## src/rtl/rlc_pkg.sv

```systemverilog
// Purpose: Shared constants and types for the remote link connect monitor
// Assumes: 50 MHz aclk, AXI4-Lite register access with 12-bit addresses
// Notes:   Offsets below 0x800 are local registers, the upper half is remote
package rlc_pkg;
    // Register offsets and the remote window
    localparam logic [11:0] OFS_STATUS    = 12'h000;
    localparam logic [11:0] OFS_INT_STAT  = 12'h004;
    localparam logic [11:0] OFS_INT_MASK  = 12'h008;
    localparam logic [11:0] OFS_CTRL      = 12'h00c;
    localparam logic [11:0] OFS_POLL_DATA = 12'h010;
    localparam int          RMT_BIT       = 11;
    localparam logic [10:0] POLL_ADDR     = 11'h000;

    // Status bit positions
    localparam int ST_CABLE  = 0;
    localparam int ST_POWER  = 1;
    localparam int ST_LINK   = 2;
    localparam int ST_ONLINE = 3;
    localparam int ST_W      = 4;

    // Interrupt bit positions, shared by status and mask
    localparam int IB_ATTACH    = 0;
    localparam int IB_DETACH    = 1;
    localparam int IB_PWR_UP    = 2;
    localparam int IB_PWR_DOWN  = 3;
    localparam int IB_LINK_LOST = 4;
    localparam int IB_REMOTE    = 5;
    localparam int INT_W        = 6;

    // Control bits and reset values
    localparam int                 CT_POLL_EN = 0;
    localparam logic               CTRL_RST   = 1'b1;
    localparam logic [INT_W-1:0]   MASK_RST   = 6'h00;

    // AXI response codes
    localparam logic [1:0] RESP_OKAY   = 2'b00;
    localparam logic [1:0] RESP_SLVERR = 2'b10;
    localparam logic [1:0] RESP_DECERR = 2'b11;

    // Timing
    localparam int CLK_NS    = 20;
    localparam int POLL_NS   = 8000;
    localparam int POLL_CYC  = POLL_NS / CLK_NS;
    localparam int FILTER_MS = 100;
    localparam int FILTER_CYC = FILTER_MS * 1000000 / CLK_NS;

    // Remote bus request and response
    typedef struct packed {
        logic        poll;
        logic        we;
        logic [10:0] addr;
        logic [3:0]  strb;
        logic [31:0] wdata;
    } rlc_rmt_req_t;

    typedef struct packed {
        logic        ack;
        logic        err;
        logic [31:0] rdata;
    } rlc_rmt_rsp_t;

    typedef enum logic {RM_IDLE, RM_WAIT} rlc_rm_state_t;
endpackage

```

## src/rtl/rlc_filter.sv

```systemverilog
// Purpose: Activation time filter for one synchronised detect level
// Assumes: raw is already in the aclk domain
// Notes:   Rising needs LIMIT steady cycles, falling passes at once
`timescale 1ns/1ps
module rlc_filter #(
    parameter int unsigned LIMIT = 5000000
) (
    input  wire logic aclk,    // System clock
    input  wire logic aresetn, // Synchronous reset, active low
    input  wire logic raw,     // Synchronised detect level
    output logic      qual     // Qualified detect level
);
    localparam int CNT_W = $clog2(LIMIT + 1);

    logic [CNT_W-1:0] cnt_ff;
    logic             done_ff;

    // Drop passes straight through the gate
    assign qual = raw & done_ff;

    // Count steady high cycles, restart on any drop
    always_ff @(posedge aclk) begin
        if (!aresetn) begin
            cnt_ff  <= '0;
            done_ff <= 1'b0;
        end else if (!raw) begin
            cnt_ff  <= '0;
            done_ff <= 1'b0;
        end else if (!done_ff) begin
            if (cnt_ff == CNT_W'(LIMIT - 1)) begin
                done_ff <= 1'b1;
            end else begin
                cnt_ff <= cnt_ff + 1'b1;
            end
        end
    end

    a_filter_min: assert property (@(posedge aclk) disable iff (!aresetn)
        $rose(qual) |-> $past(cnt_ff) == CNT_W'(LIMIT - 1) && $past(raw))
        else $error("Detect qualified before the filter time");

    a_drop_fast: assert property (@(posedge aclk) disable iff (!aresetn)
        $fell(raw) |-> !qual)
        else $error("Detect not dropped in the cycle of the fall");

    a_restart_zero: assert property (@(posedge aclk) disable iff (!aresetn)
        !raw |=> cnt_ff == '0 && !done_ff)
        else $error("Filter count not restarted after a drop");
endmodule // rlc_filter

```

## src/rtl/rlc_monitor.sv

```systemverilog
// Purpose: Qualify docking attachment and bridge the remote bus window
// Assumes: Detect pins are asynchronous; remote bus logic runs on aclk
// Notes:   Offsets from 0x800 up are forwarded to the remote unit
// Operation
// - Remote window forwarded to remote unit
// - Status shows cable attached and unit powered
// - Status shows link signal valid
// - Poll every 8 us refreshes interrupt status
// - Cable detect holds even when unpowered
// - Qualify detect after 100 ms steady
// - Drop qualified detect immediately
//
// Design decisions made here: the AXI4-Lite register port and the register addresses.
`timescale 1ns/1ps
module rlc_monitor
    import rlc_pkg::*;
#(
    parameter int unsigned FILTER_LIMIT = rlc_pkg::FILTER_CYC
) (
    input  wire logic                  aclk,           // System clock
    input  wire logic                  aresetn,        // Synchronous reset, active low
    input  wire logic [11:0]           s_awaddr,       // Write address
    input  wire logic                  s_awvalid,      // Write address valid
    output logic                       s_awready,      // Write address ready
    input  wire logic [31:0]           s_wdata,        // Write data
    input  wire logic [3:0]            s_wstrb,        // Write byte strobes
    input  wire logic                  s_wvalid,       // Write data valid
    output logic                       s_wready,       // Write data ready
    output logic [1:0]                 s_bresp,        // Write response
    output logic                       s_bvalid,       // Write response valid
    input  wire logic                  s_bready,       // Write response ready
    input  wire logic [11:0]           s_araddr,       // Read address
    input  wire logic                  s_arvalid,      // Read address valid
    output logic                       s_arready,      // Read address ready
    output logic [31:0]                s_rdata,        // Read data
    output logic [1:0]                 s_rresp,        // Read response
    output logic                       s_rvalid,       // Read data valid
    input  wire logic                  s_rready,       // Read data ready
    input  wire logic                  cable_det_pin,  // Raw cable detect
    input  wire logic                  opto_sense_pin, // Raw opto loop sense
    input  wire logic                  link_sig_pin,   // Raw link signal valid
    output logic                       rmt_valid,      // Remote request valid
    output rlc_pkg::rlc_rmt_req_t      rmt_req,        // Remote request payload
    input  wire rlc_pkg::rlc_rmt_rsp_t rmt_rsp,        // Remote response
    output logic                       irq             // Interrupt, active high
);
    import rlc_pkg::*;
    localparam logic [8:0] POLL_LAST = 9'(POLL_CYC - 1);

    function automatic logic is_remote(input logic [11:0] addr);
        return addr[RMT_BIT];
    endfunction

    logic [2:0]         pin_s1_ff, pin_s2_ff;
    logic               cable_q, opto_q, link_v, link_ok, poll_run;
    logic [ST_W-1:0]    stat_ff;
    logic [INT_W-1:0]   int_stat_ff, int_mask_ff, ev, int_clr;
    logic               ctrl_en_ff, irq_ff;
    logic [8:0]         poll_cnt_ff;
    logic               poll_pend_ff, poll_fire;
    logic [31:0]        poll_data_ff;
    rlc_rm_state_t      rm_state_ff, nxt_rm_state;
    logic               rmt_valid_ff;
    rlc_rmt_req_t       rmt_req_ff, nxt_rmt_req;
    logic               idle, pick_poll, pick_wr, pick_rd, launch, rm_fin;
    logic               wr_rmt_fin, rd_rmt_fin, poll_ok;
    logic [1:0]         rmt_resp;
    logic               aw_ok_ff, w_ok_ff, awready_ff, wready_ff, bvalid_ff;
    logic [11:0]        awaddr_ff, araddr_ff;
    logic [31:0]        wdata_ff, rdata_ff, loc_rdata;
    logic [3:0]         wstrb_ff;
    logic [1:0]         bresp_ff, rresp_ff, loc_wresp, loc_rresp;
    logic               wr_rmt_ff, wr_go, wr_loc, wr_fin, nxt_aw_ok, nxt_w_ok;
    logic               ar_ok_ff, arready_ff, rvalid_ff, rd_rmt_ff;
    logic               rd_go, rd_loc, rd_fin, nxt_ar_ok;

    // Two-flop synchronisers for the detect pins
    always_ff @(posedge aclk) begin
        if (!aresetn) begin
            pin_s1_ff <= 3'h0;
            pin_s2_ff <= 3'h0;
        end else begin
            pin_s1_ff <= {link_sig_pin, opto_sense_pin, cable_det_pin};
            pin_s2_ff <= pin_s1_ff;
        end
    end

    // Cable detect stands alone, valid without remote power
    rlc_filter #(.LIMIT(FILTER_LIMIT)) u_cable_filt (
        .aclk    (aclk),
        .aresetn (aresetn),
        .raw     (pin_s2_ff[0]),
        .qual    (cable_q)
    );

    // Opto loop only carries current from a powered remote unit
    rlc_filter #(.LIMIT(FILTER_LIMIT)) u_opto_filt (
        .aclk    (aclk),
        .aresetn (aresetn),
        .raw     (pin_s2_ff[1]),
        .qual    (opto_q)
    );

    // Connection qualification
    assign link_v   = pin_s2_ff[2];
    assign link_ok  = cable_q & opto_q & link_v;
    assign poll_run = link_ok & ctrl_en_ff;

    // Edge events against last cycle's status, and a nonzero poll answer
    assign ev[IB_ATTACH]    = cable_q & ~stat_ff[ST_CABLE];
    assign ev[IB_DETACH]    = ~cable_q & stat_ff[ST_CABLE];
    assign ev[IB_PWR_UP]    = opto_q & ~stat_ff[ST_POWER];
    assign ev[IB_PWR_DOWN]  = ~opto_q & stat_ff[ST_POWER];
    assign ev[IB_LINK_LOST] = ~link_v & stat_ff[ST_LINK];
    assign ev[IB_REMOTE]    = poll_ok & (rmt_rsp.rdata != 32'h0000_0000);
    assign int_clr = {INT_W{rd_loc && araddr_ff == OFS_INT_STAT}};

    // Status, sticky interrupts and interrupt level; set beats clear
    always_ff @(posedge aclk) begin
        if (!aresetn) begin
            stat_ff     <= '0;
            int_stat_ff <= '0;
            irq_ff      <= 1'b0;
        end else begin
            stat_ff     <= {poll_run, link_v, opto_q, cable_q};
            int_stat_ff <= (int_stat_ff & ~int_clr) | ev;
            irq_ff      <= |(int_stat_ff & int_mask_ff);
        end
    end

    // Poll interval counter
    assign poll_fire = poll_run && poll_cnt_ff == POLL_LAST;

    always_ff @(posedge aclk) begin
        if (!aresetn) begin
            poll_cnt_ff  <= 9'h000;
            poll_pend_ff <= 1'b0;
        end else if (!poll_run) begin
            poll_cnt_ff  <= 9'h000;
            poll_pend_ff <= 1'b0;
        end else begin
            poll_cnt_ff  <= poll_fire ? 9'h000 : poll_cnt_ff + 9'h001;
            poll_pend_ff <= poll_fire | (poll_pend_ff & ~pick_poll);
        end
    end

    // Remote bus arbitration: poll first, then write, then read
    assign idle       = rm_state_ff == RM_IDLE;
    assign pick_poll  = idle & poll_pend_ff & poll_run;
    assign pick_wr    = idle & ~poll_pend_ff & wr_rmt_ff;
    assign pick_rd    = idle & ~poll_pend_ff & ~wr_rmt_ff & rd_rmt_ff;
    assign launch     = pick_poll | ((pick_wr | pick_rd) & link_ok);
    assign rm_fin     = ~idle & (rmt_rsp.ack | ~link_ok);
    assign wr_rmt_fin = (rm_fin & rmt_req_ff.we) | (pick_wr & ~link_ok);
    assign rd_rmt_fin = (rm_fin & ~rmt_req_ff.we & ~rmt_req_ff.poll) | (pick_rd & ~link_ok);
    assign poll_ok    = rm_fin & rmt_req_ff.poll & rmt_rsp.ack & link_ok;
    assign rmt_resp   = (~link_ok | rmt_rsp.err) ? RESP_SLVERR : RESP_OKAY;

    // Next remote request and state
    always_comb begin
        nxt_rmt_req  = rmt_req_ff;
        nxt_rm_state = rm_state_ff;
        case (rm_state_ff)
            RM_IDLE: begin
                if (pick_poll) begin
                    nxt_rmt_req  = '{1'b1, 1'b0, POLL_ADDR, 4'h0, 32'h0000_0000};
                    nxt_rm_state = RM_WAIT;
                end else if (launch && pick_wr) begin
                    nxt_rmt_req  = '{1'b0, 1'b1, awaddr_ff[10:0], wstrb_ff, wdata_ff};
                    nxt_rm_state = RM_WAIT;
                end else if (launch) begin
                    nxt_rmt_req  = '{1'b0, 1'b0, araddr_ff[10:0], 4'h0, 32'h0000_0000};
                    nxt_rm_state = RM_WAIT;
                end
            end
            RM_WAIT: begin
                if (rm_fin) begin
                    nxt_rm_state = RM_IDLE;
                end
            end
            default: nxt_rm_state = RM_IDLE;
        endcase
    end

    // Remote request registers, valid held until acknowledged or link lost
    always_ff @(posedge aclk) begin
        if (!aresetn) begin
            rm_state_ff  <= RM_IDLE;
            rmt_req_ff   <= '0;
            rmt_valid_ff <= 1'b0;
            poll_data_ff <= 32'h0000_0000;
        end else begin
            rm_state_ff  <= nxt_rm_state;
            rmt_req_ff   <= nxt_rmt_req;
            rmt_valid_ff <= nxt_rm_state == RM_WAIT;
            if (poll_ok) begin
                poll_data_ff <= rmt_rsp.rdata;
            end
        end
    end

    // Write channel decode
    assign wr_go     = aw_ok_ff & w_ok_ff & ~bvalid_ff & ~wr_rmt_ff;
    assign wr_loc    = wr_go & ~is_remote(awaddr_ff);
    assign wr_fin    = wr_loc | wr_rmt_fin;
    assign nxt_aw_ok = (s_awvalid & awready_ff) | (aw_ok_ff & ~wr_fin);
    assign nxt_w_ok  = (s_wvalid & wready_ff) | (w_ok_ff & ~wr_fin);
    assign loc_wresp = (awaddr_ff[11:5] == 7'h00 && awaddr_ff[1:0] == 2'b00
                        && awaddr_ff[4:2] <= 3'h4) ? RESP_OKAY : RESP_DECERR;

    // Write address and data capture, in either order
    always_ff @(posedge aclk) begin
        if (!aresetn) begin
            aw_ok_ff   <= 1'b0;
            w_ok_ff    <= 1'b0;
            awready_ff <= 1'b0;
            wready_ff  <= 1'b0;
            awaddr_ff  <= 12'h000;
            wdata_ff   <= 32'h0000_0000;
            wstrb_ff   <= 4'h0;
        end else begin
            aw_ok_ff   <= nxt_aw_ok;
            w_ok_ff    <= nxt_w_ok;
            awready_ff <= ~nxt_aw_ok;
            wready_ff  <= ~nxt_w_ok;
            if (s_awvalid && awready_ff) begin
                awaddr_ff <= s_awaddr;
            end
            if (s_wvalid && wready_ff) begin
                wdata_ff <= s_wdata;
                wstrb_ff <= s_wstrb;
            end
        end
    end

    // Write response, local register writes and remote handoff
    always_ff @(posedge aclk) begin
        if (!aresetn) begin
            bvalid_ff   <= 1'b0;
            bresp_ff    <= RESP_OKAY;
            wr_rmt_ff   <= 1'b0;
            int_mask_ff <= MASK_RST;
            ctrl_en_ff  <= CTRL_RST;
        end else begin
            if (wr_go && is_remote(awaddr_ff)) begin
                wr_rmt_ff <= 1'b1;
            end else if (wr_rmt_fin) begin
                wr_rmt_ff <= 1'b0;
            end
            if (wr_fin) begin
                bvalid_ff <= 1'b1;
                bresp_ff  <= wr_loc ? loc_wresp : rmt_resp;
            end else if (s_bready) begin
                bvalid_ff <= 1'b0;
            end
            if (wr_loc && wstrb_ff[0] && awaddr_ff == OFS_INT_MASK) begin
                int_mask_ff <= wdata_ff[INT_W-1:0];
            end
            if (wr_loc && wstrb_ff[0] && awaddr_ff == OFS_CTRL) begin
                ctrl_en_ff <= wdata_ff[CT_POLL_EN];
            end
        end
    end

    // Read channel decode and local register mux
    assign rd_go     = ar_ok_ff & ~rvalid_ff & ~rd_rmt_ff;
    assign rd_loc    = rd_go & ~is_remote(araddr_ff);
    assign rd_fin    = rd_loc | rd_rmt_fin;
    assign nxt_ar_ok = (s_arvalid & arready_ff) | (ar_ok_ff & ~rd_fin);
    assign loc_rdata = (araddr_ff == OFS_STATUS)    ? 32'(stat_ff) :
                       (araddr_ff == OFS_INT_STAT)  ? 32'(int_stat_ff) :
                       (araddr_ff == OFS_INT_MASK)  ? 32'(int_mask_ff) :
                       (araddr_ff == OFS_CTRL)      ? 32'(ctrl_en_ff) :
                       (araddr_ff == OFS_POLL_DATA) ? poll_data_ff : 32'h0000_0000;
    assign loc_rresp = (araddr_ff[11:5] == 7'h00 && araddr_ff[1:0] == 2'b00
                        && araddr_ff[4:2] <= 3'h4) ? RESP_OKAY : RESP_DECERR;

    // Read address capture, read data and remote handoff
    always_ff @(posedge aclk) begin
        if (!aresetn) begin
            ar_ok_ff   <= 1'b0;
            arready_ff <= 1'b0;
            araddr_ff  <= 12'h000;
            rvalid_ff  <= 1'b0;
            rdata_ff   <= 32'h0000_0000;
            rresp_ff   <= RESP_OKAY;
            rd_rmt_ff  <= 1'b0;
        end else begin
            ar_ok_ff   <= nxt_ar_ok;
            arready_ff <= ~nxt_ar_ok;
            if (s_arvalid && arready_ff) begin
                araddr_ff <= s_araddr;
            end
            if (rd_go && is_remote(araddr_ff)) begin
                rd_rmt_ff <= 1'b1;
            end else if (rd_rmt_fin) begin
                rd_rmt_ff <= 1'b0;
            end
            if (rd_fin) begin
                rvalid_ff <= 1'b1;
                rdata_ff  <= rd_loc ? loc_rdata : (link_ok ? rmt_rsp.rdata : 32'h0000_0000);
                rresp_ff  <= rd_loc ? loc_rresp : rmt_resp;
            end else if (s_rready) begin
                rvalid_ff <= 1'b0;
            end
        end
    end

    // Outputs straight from flip-flops
    assign s_awready = awready_ff;
    assign s_wready  = wready_ff;
    assign s_bvalid  = bvalid_ff;
    assign s_bresp   = bresp_ff;
    assign s_arready = arready_ff;
    assign s_rvalid  = rvalid_ff;
    assign s_rdata   = rdata_ff;
    assign s_rresp   = rresp_ff;
    assign rmt_valid = rmt_valid_ff;
    assign rmt_req   = rmt_req_ff;
    assign irq       = irq_ff;

    a_remote_fwd: assert property (@(posedge aclk) disable iff (!aresetn)
        pick_wr && link_ok |=> rmt_valid && rmt_req.we
            && rmt_req.addr == $past(awaddr_ff[10:0]))
        else $error("Remote write not forwarded");

    a_status_conn: assert property (@(posedge aclk) disable iff (!aresetn)
        ##1 stat_ff[ST_CABLE] == $past(cable_q) && stat_ff[ST_POWER] == $past(opto_q))
        else $error("Connect or power status wrong");

    a_status_link: assert property (@(posedge aclk) disable iff (!aresetn)
        $rose(link_v) |=> stat_ff[ST_LINK])
        else $error("Link status not shown");

    a_poll_period: assert property (@(posedge aclk) disable iff (!aresetn)
        $rose(poll_pend_ff) |-> $past(poll_cnt_ff) == POLL_LAST && $past(poll_run))
        else $error("Poll raised off the interval");

    a_poll_gate: assert property (@(posedge aclk) disable iff (!aresetn)
        !poll_run |=> !poll_pend_ff && poll_cnt_ff == 9'h000
            && !(rmt_valid && rmt_req.poll && !$past(rmt_valid)))
        else $error("Polling continued without a valid connection");

    a_irq_level: assert property (@(posedge aclk) disable iff (!aresetn)
        ##1 irq == |($past(int_stat_ff) & $past(int_mask_ff)))
        else $error("Interrupt level does not follow masked status");
endmodule // rlc_monitor

```

## config.mk

```make
export PLATFORM = sky130hd
export DESIGN_NAME = rlc_monitor
export DESIGN_NICKNAME = d
export VERILOG_FILES = /design/src/rtl/rlc_pkg.sv /design/src/rtl/rlc_filter.sv /design/src/rtl/rlc_monitor.sv
export SDC_FILE = /design/constraint.sdc
export NUM_CORES = 1
export LEC_CHECK = 0
export ABC_AREA = 0
export BUFFER_PORTS_ARGS = -buffer_cell sky130_fd_sc_hd__buf_4
export CAP_MARGIN = 10
export CORE_MARGIN = 5
export CORE_UTILIZATION = 40
export CTS_BUF_LIST = sky130_fd_sc_hd__clkbuf_4 sky130_fd_sc_hd__clkbuf_8
export CTS_CLUSTER_SIZE = 16
export DETAILED_ROUTE_END_ITERATION = 16
export SLEW_MARGIN = 20
export SYNTH_ARGS = -nofsm -noshare
export SYNTH_HDL_FRONTEND = slang
export SYNTH_HIERARCHICAL = 1
export SYNTH_SLANG_ARGS = --single-unit
```

## constraint.sdc

```tcl
create_clock -name aclk -period 5.3 [get_ports aclk]
set_clock_uncertainty 0.05 [all_clocks]
set_input_delay 0 -clock aclk [delete_from_list [all_inputs] [get_ports aclk]]
set_output_delay 0 -clock aclk [all_outputs]
set_load 0.02 [all_outputs]
```

# After elaboration in Yosys (flattened, before gate mapping)
# Cells that the tools add are included.
# op_classes
add_sub_neg,3
n_lt_le_gt_ge,2
n_eq_ne,9
mux,32
n_bitwise,85
n_reduce_logical,34
# op_table
operator,count
32-bit two-way mux,7
49-bit two-way mux,3
12-bit by 4-bit equality test with 1-bit output (second input constant),4
23-bit by 1-bit adder with 23-bit output (second input constant),2
23-bit equality test (second input constant),2
1-bit bitwise AND,41
32-bit nonzero test,1
1-bit NOT,28
1-bit two-way mux,16
1-bit logical AND,15
7-bit zero test,2
6-bit bitwise AND,2
12-bit by 3-bit equality test with 1-bit output (second input constant),1
12-bit by 5-bit equality test with 1-bit output (second input constant),1
12-bit zero test,1
1-bit bitwise OR,12
2-bit AND reduction,6
2-bit two-way mux,5
9-bit by 1-bit adder with 9-bit output (second input constant),1
9-bit equality test (second input constant),1
2-bit nonzero test,4
3-bit <= comparator (second input constant),2
6-bit NOT,1
6-bit bitwise OR,1
5 further kinds,6
# totals
reg_bits,270
inputBits,104
output_inout_bits,92
wordCells,202

# Depth between registers and ports, before layout
# Gate-level depths: netlist of the first run.
# logic_depth
depth_word,14
mapped_depth,9

# Hierarchy
# Netlist of the first run, hierarchy kept.
# by_module_without_submodules
module,instances,cells_per_inst,area_each_um2
rlc_monitor,1,981,8493.1
rlc_filter,2,152,1263.7

# Least setup slack after synthesis of the first run
# No wires, ideal clock.
# synth_timing
path_kind,register to register
start,reg u_opto_filt.done_ff
end,reg rmt_req_ff (netlist bit rmt_req[36])
setup_time_ns,0.128
arrival_ns,2.111
required_time_ns,5.122
path_slack_ns,3.012
stages_incl_launch_ff,9
cell_sequence,dfxtp_1 > clkbuf_1 > and2_1 > nand3_1 > nor3_1 > buf_2 > mux2_2 > a22oi_1 > nor2_1
# synth_via
elab_chain_len,9
word_cells_on_any_way,12
cone_classes,mux: 2; bitwise: 7; reduce/logical: 3
# synth_lines
item,line,source
"start, declared",rlc_filter.sv:16,logic done_ff;
"start signal, assigned",rlc_filter.sv:25,done_ff <= 1'b0;
"start signal, assigned",rlc_filter.sv:28,done_ff <= 1'b0;
"start signal, assigned",rlc_filter.sv:31,done_ff <= 1'b1;
1-bit bitwise AND (*),rlc_filter.sv:19,assign qual = raw & done_ff;
named net opto_q,rlc_monitor.sv:55,"logic cable_q, opto_q, link_v, link_ok, poll_run;"
1-bit bitwise AND (*) (2 in a row),rlc_monitor.sv:106,assign link_ok = cable_q & opto_q & link_v;
1-bit bitwise AND,rlc_monitor.sv:107,assign poll_run = link_ok & ctrl_en_ff;
1-bit bitwise AND,rlc_monitor.sv:149,assign pick_poll = idle & poll_pend_ff & poll_run;
1-bit bitwise OR,rlc_monitor.sv:152,assign launch = pick_poll | ((pick_wr | pick_rd) & link_ok);
1-bit logical AND,rlc_monitor.sv:168,end else if (launch && pick_wr) begin
3-bit nonzero test (no source line) / 49-bit two-way mux (equally long branches),n/a,
2-bit AND reduction (no source line) / 49-bit two-way mux (equally long branches),n/a,
"end signal, assigned",rlc_monitor.sv:194,rmt_req_ff <= nxt_rmt_req;
"end, declared",rlc_monitor.sv:64,"rlc_rmt_req_t rmt_req_ff, nxt_rmt_req;"
# Mark *: on every way through the listed nets, which the timed path passes. The rest lies on a longest branch.
# A chain may end at the register's enable or synchronous reset.

# Worst setup path after layout of the first run
# layout_timing
start,reg u_cable_filt.done_ff
end,reg rmt_req_ff (netlist bit rmt_req[24])
# layout_via
elab_chain_len,9
word_cells_on_any_way,12
cone_classes,mux: 2; bitwise: 7; reduce/logical: 3
# layout_lines
item,line
"start, declared",rlc_filter.sv:16
"start signal, assigned",rlc_filter.sv:25
"start signal, assigned",rlc_filter.sv:28
"start signal, assigned",rlc_filter.sv:31
1-bit bitwise AND (*),rlc_filter.sv:19
named net cable_q,rlc_monitor.sv:55
1-bit bitwise AND (*) (2 in a row),rlc_monitor.sv:106
1-bit bitwise AND,rlc_monitor.sv:107
1-bit bitwise AND,rlc_monitor.sv:149
1-bit bitwise OR,rlc_monitor.sv:152
1-bit logical AND,rlc_monitor.sv:168
3-bit nonzero test (no source line) / 49-bit two-way mux (equally long branches),n/a
2-bit AND reduction (no source line) / 49-bit two-way mux (equally long branches),n/a
# Marks and branches as above.

==> results of run 1 <==
-- state kept, by name, indices dropped and copies added, names as in the netlist, 2 cells and up --
name and flops:
wstrb_ff 4, s_rdata 32, int_mask_ff 6, wdata_ff 32, u_cable_filt/cnt_ff 23, pin_s1_ff 3, stat_ff 4, pin_s2_ff 3
awaddr_ff 12, u_opto_filt/cnt_ff 23, poll_data_ff 32, int_stat_ff 6, rmt_req 49, s_rresp 2, s_bresp 2, poll_cnt_ff 9
araddr_ff 12
-- power breakdown --
group          switching (mW)  internal, mW  total, mW  leakage [nW]
sequential             0.0419          2.09       2.13          2.19
clock                   0.866          1.20       2.07         0.561
combinational           0.220         0.220      0.440          3.25
-- worst reg2reg max path, cell delays in order (launching register included) --
cell and delay [ns]:
dfxtp_1 0.63, and2_1 0.30, nand3_1 0.28, nor3_2 0.80, buf_4 0.52, a22oi_1 0.16
nor2_1 0.13
-- final timing paths --
kind	to	slack (ns)	depth (start not counted)
hold / removal	ar_ok_ff	0.08	4
setup / recovery	rmt_req[24]	2.36	6
setup reg to reg	rmt_req[24]	2.36	6
hold reg to reg	pin_s2_ff[2]	0.39	1
-- per-stage QoR --
stage	utilization (%)	setup slack [ns]	power, mW	instances
2_1_floorplan	-	3.01	2.34	1285
3_3_place_gp	46.8	2.44	2.51	1749
3_5_place_dp	46.8	2.37	2.51	1749
4_1_cts	56.9	2.35	4.67	2002
5_1_grt	56.9	2.04	4.83	2002
6_report	56.9	2.36	4.63	2002
-- kinds of logic (layout without fill, tap and decap cells) --
group	count (synthesis)	count (layout)	synth area share, %
adder cells (fa/ha/maj)	3	3	0.341
buffers and inverters	94	470	3.64
AND/OR/NAND/NOR	549	549	24.5
multiplexers	20	20	1.96
XOR/XNOR	11	11	0.874
flip-flops	270	270	49.0
AO/OA/AOI/OAI	338	338	19.7
-- routing by layer --
layer  share of wire, %  routed length [um]  global-route usage [%]
met5                  0                   0                       0
met3                7.3                2410                    5.70
met4                1.7                 561                    5.23
met1                 46               15200                    28.5
met2                 45               14800                    31.8
-- area by class of cell --
class | instances | area, um2 | area share [%]
multi-input cells | 921 | 5230 | 34.0
clock buffers | 75 | 957 | 6.23
clock inverters | 10 | 88.8 | 0.578
flip-flops and latches | 270 | 5410 | 35.2
inverters | 13 | 51.3 | 0.334
repair buffers | 372 | 3210 | 20.9
well taps | 341 | 427 | 2.78
-- cell usage in the layout (no fill, tap or decap), types with 5 or more instances in the layout --
| cell type | netlist | layout |
|---|---|---|
| nand2_1 | 222 | 221 |
| a22o_1 | 5 | 5 |
| or4_1 | 21 | 21 |
| o211ai_1 | 13 | 13 |
| nor2b_1 | 9 | 9 |
| clkbuf_8 | 0 | 63 |
| inv_1 | 13 | 12 |
| nand3_1 | 26 | 26 |
| nand4_1 | 17 | 17 |
| nand2b_1 | 12 | 12 |
| a21oi_1 | 148 | 148 |
| and2_1 | 22 | 22 |
| mux2i_1 | 7 | 7 |
| a21o_1 | 5 | 5 |
| o21ai_0 | 48 | 48 |
| dfxtp_1 | 270 | 270 |
| clkbuf_4 | 1 | 12 |
| mux2_2 | 13 | 13 |
| a221oi_1 | 19 | 19 |
| buf_4 | 0 | 204 |
| a221oi_2 | 11 | 11 |
| o31ai_1 | 17 | 17 |
| or3_1 | 16 | 16 |
| a22oi_1 | 50 | 50 |
| and3_1 | 9 | 9 |
| dlygate4sd3_1 | 0 | 168 |
| nor2_1 | 127 | 125 |
| nor4_1 | 14 | 13 |
| xnor2_1 | 8 | 8 |
| nor3_1 | 12 | 11 |
| clkinv_2 | 0 | 6 |
==> metrics.md, run 1 <==
| Metric | Value |
|---|---|
| H-tree levels | 2 |
| P_leak | 5.99 nW |
| Port Buffers | 195 |
| CP Data Arrival Time | 3.38 ns |
| Placed cell area | 12600 um2 |
| Run status | completed |
| Cells after Synth | 1285 |
| RSZ-0062 raised after global routing | no |
| Nets | 1732 |
| First-pass DRT Iterations | 5 |
| Clock transition at the registers of the reported paths | 0.06 ns |
| WHS | 0.0848 ns |
| Syn-to-layout area delta | 39.5% |
| DRT iter0 DRCs | 609 |
| Hold_sp | s_arvalid |
| Root buffer cell | clkbuf_8 |
| Boundary pin count | 196 |
| Critical path startpoint category | register |
| First-pass GRT wire length | 53600 um |
| Synth Area per Inst | 8.58 um2 |
| Sequential-to-total area share from yosys stat | 49.0% |
| Fin crit share | 55.5% |
| Synth cell types | 64 |
| Core area | 27000 um2 |
| Via/cell ratio | 5.35 |
| Vias in the first global route | 10293 |
| Setup tns final | 0 ns |
| Final hold violations | 0 |
| Worst Tran Pin Value | 1.09 ns |
| Worst setup startpoint | u_cable_filt/done_ff |
| Initial antenna violation count | 0 |
| Starting Density | 40.8% |
| # fillers | 2419 |
| Count leader, synth | dfxtp_1 |
| Post-CTS resize count | 0 |
| Synth top cells by count | 270 x dfxtp_1, 222 x nand2_1, 148 x a21oi_1, 127 x nor2_1, 65 x clkbuf_1 |
| Cts hold-fix bufs | 168 |
| Share of layout cells above drive strength 1 | 20.6% |
| Crit. End Element | register |
| CP max-delay cell | nor3_2 |
| Leading area contributor after synthesis | dfxtp_1 |
| Ys flop type | dfxtp_1 |
| DRC Markers | 0 |
| CP max FO | 37 |
| VDD IR-drop max | 0.171 mV |
| Flops & latches, synth | 270 |
| CP top delay family | simple AND/OR/NAND/NOR gates |
| Required time worst endpoint | 5.74 ns |
| Yosys top cell area share | 49.0% |
| Critical path buffer and inverter count | 1 |
| Max_cap viols | 0 |
| Min Tclk post-route | 2.94 ns |
| Chip width | 176 um |
| Remaining antenna violation count | 0 |
| Diode count | 0 |
| Slew Limit Fails | 0 |
| Number of flops mapped to enable cells by yosys | 0 |
| Wirelength per Cell | 16.5 um |
| Full die area | 31000 um2 |
| CP max stage delay | 0.80 ns |
| Post-route cell area | 15400 um2 |
| Post CTS Setup Buffer Count | 0 |
| Clock buffer depth | 3 |
| GR Overflow Total | 0 |
| GR Util All Layers | 20.6% |
| Synth area leaders | dfxtp_1 49%, nand2_1 7.6%, a21oi_1 6.7%, nor2_1 4.3%, a22oi_1 3.4% |
| Clk_lat worst skew | 0.56 ns |
| Synth Net Count | 1392 |
| Die Y | 176 um |
| Count of final setup violators | 0 |
| Worst min path class | primary input to register |
| Cells along the critical path | and2_1 -> nand3_1 -> nor3_2 -> buf_4 -> a22oi_1 -> nor2_1 |
| R2R Path Start | u_cable_filt/done_ff |
| Placer Congestion | 0.789 |
| TritonCTS buffer count | 47 |
| CTS tree | done |
| Post-DP HPWL | 20500 um |
| FP Rows | 60 |
| Slew Limit Headroom | 27.2% |
| Async SR Flop Fraction | 0% |
| Largest net degree at the start of global routing | 103 |
| P per Cell Area | 301 nW/um2 |
| F_max | 340 MHz |
| WL final | 33000 um |
| Vias | 10708 |
| Synth warn | 6 |
| Post-synthesis cell area | 11000 um2 |
| Clock sinks | 270 |
| Critical setup path kind | register to register |
No activity file was read; power rests on OpenSTA's default activity.
==> run 2, diff against run 1 <==
==> constraint.sdc (replaced) <==
create_clock -name aclk -period 2.9 [get_ports aclk]
set_clock_uncertainty 0.05 [all_clocks]
set_input_delay 0 -clock aclk [delete_from_list [all_inputs] [get_ports aclk]]
set_output_delay 0 -clock aclk [all_outputs]
set_load 0.02 [all_outputs]
==> run 2 against run 1 <==
Net effect: power rose by 81%; critical path depth rose by 2; sequential cell count did not move; highest routed layer unchanged; utilization rose by 1.0 points; sequential power rose by 82%; critical endpoint is now poll_data_ff[0]; final cell count rose by 1.0%; largest power group unchanged; first-iteration DRC count rose by 23%; register-to-register slack got worse by 1.9 ns; worst hold slack got worse by 0.016 ns; via count rose by 1.1%; die area did not move.
==> metrics.md, run 2 (synthesis gave the netlist of run 1 again) <==
| Metric | Value |
|---|---|
| P per Cell Area | 536 nW/um2 |
| DRC Markers | 0 |
| Nets | 1756 |
| TritonCTS buffer count | 45 |
| Boundary pin count | 196 |
| Post-CTS resize count | 0 |
| Full die area | 31000 um2 |
| Critical setup path kind | register to register |
| Crit. End Element | register |
| Vias in the first global route | 10462 |
| Syn-to-layout area delta | 42.0% |
| Share of layout cells above drive strength 1 | 20.6% |
| Slew Limit Fails | 0 |
| VDD IR-drop max | 0.312 mV |
| Fin util | 57.9% |
| First-pass GRT wire length | 54100 um |
| Setup tns final | 0 ns |
| Number of flip-flops in the largest register | 49 |
| Most frequent cells in the layout | 270 x dfxtp_1, 221 x nand2_1, 208 x buf_4 |
| Root buffer cell | clkbuf_8 |
| Starting Density | 40.8% |
| Clock buffer depth | 3 |
| Worst Hold End | ar_ok_ff |
| Hold depth | 4 |
| Clock sinks | 270 |
| FP Rows | 60 |
| GR Overflow Total | 0 |
| CP max FO | 18 |
| Port Buffers | 195 |
| Post-DP HPWL | 20800 um |
| R2R depth | 8 |
| R2R Path Start | pin_s2_ff[1] |
| Critical path startpoint category | register |
| P_leak | 6.07 nW |
| Post CTS Setup Buffer Count | 0 |
| Clk_lat worst skew | 0.57 ns |
| GR Util All Layers | 20.9% |
| FF-to-FF setup slack | 0.44 ns |
| Core area | 27000 um2 |
| F_max | 406 MHz |
| Placed Cells | 1759 |
| Hold_sp | s_arvalid |
| H-tree levels | 2 |
| Worst min path class | primary input to register |
| Post-Layout Cell Count | 2023 |
| WL final | 33400 um |
| Slew Limit Headroom | 37.3% |
| Chip width | 176 um |
| Run status | completed |
| Min Tclk post-route | 2.46 ns |
| Via/cell ratio | 5.35 |
| First-pass DRT Iterations | 5 |
| Count of final setup violators | 0 |
| Largest net degree at the start of global routing | 88 |
| Fin crit share | 84.9% |
| Wirelength per Cell | 16.5 um |
| Final hold violations | 0 |
| DRT iter0 DRCs | 749 |
| Diode count | 0 |
| Clock transition at the registers of the reported paths | 0.06 ns |
| Required time worst endpoint | 3.34 ns |
| RSZ-0062 raised after global routing | no |
| Vias | 10823 |
| CTS tree | done |
| Final Total Pwr | 8.39 mW |
| Max_cap viols | 0 |
| CP Data Arrival Time | 2.91 ns |
| Die Y | 176 um |
| Worst Tran Pin Value | 0.940 ns |
| Most common cell after layout, fill and taps aside | dfxtp_1 |
| Placer Congestion | 0.790 |
| Initial antenna violation count | 0 |
| Worst r2r dst | poll_data_ff[0] |
| Remaining antenna violation count | 0 |
==> run 2: area by class of cell <==
class	count	area (um2)
inverters	13	51.3
repair buffers	398	3520
flip-flops and latches	270	5410
fillers	2407	11400
multi-input cells	921	5230
clock buffers	72	928
well taps	341	427
clock inverters	8	86.3
==> run 2: worst max-delay path: stages (launching register included) <==
cell and delay [ns]:
dfxtp_1 0.33, and2_1 0.23, and3_1 0.35, nand2_1 0.13
nor2_2 0.28, buf_4 0.29, nand2_1 0.07, dlygate4sd3_1 0.55
a21oi_1 0.11
==> run 2: stage by stage <==
| step | cell area [um2] | setup WS (ns) | hold WS (ns) |
|---|---|---|---|
| after floorplan | 11000 | 0.612 | 0.0773 |
| after global placement | 12800 | 0.655 | 0.164 |
| after detailed placement | 12800 | 0.535 | 0.177 |
| after CTS | 15700 | 0.445 | 0.0181 |
| after global routing | 15700 | 0.245 | 0.128 |
| final | 15700 | 0.438 | 0.0685 |
==> run 2: power by group <==
group          internal [mW]  switching, mW  total, mW  leakage (nW)
clock                   2.13           1.55       3.68         0.539
sequential              3.81         0.0735       3.88          2.19
combinational          0.415          0.406      0.821          3.34
total                   6.36           2.03       8.39          6.07
==> run 2: metal layers <==
layer,share of wire [%],GRT usage (%)
met5,0,0
met4,1.4,4.55
met3,7.2,5.05
met2,45,33.6
met1,46,28.6
==> run 2: worst max path at each step <==
stage | from | to | slack (ns) | cells past startpoint
detailed placement | araddr_ff[0] | s_rdata[25] | 0.54 | 6
floorplan | u_opto_filt/done_ff | rmt_req[36] | 0.61 | 8
global route | araddr_ff[0] | s_rdata[15] | 0.24 | 6
global placement | araddr_ff[0] | s_rdata[25] | 0.66 | 6
CTS | pin_s2_ff[1] | poll_data_ff[0] | 0.45 | 8
finish | pin_s2_ff[1] | poll_data_ff[0] | 0.44 | 8
==> run 2: what timing repair did <==
action,in CTS,in global routing
hold buffers,184,0
endpoints found under the setup margin,0,0
endpoints found under the hold margin,143,0
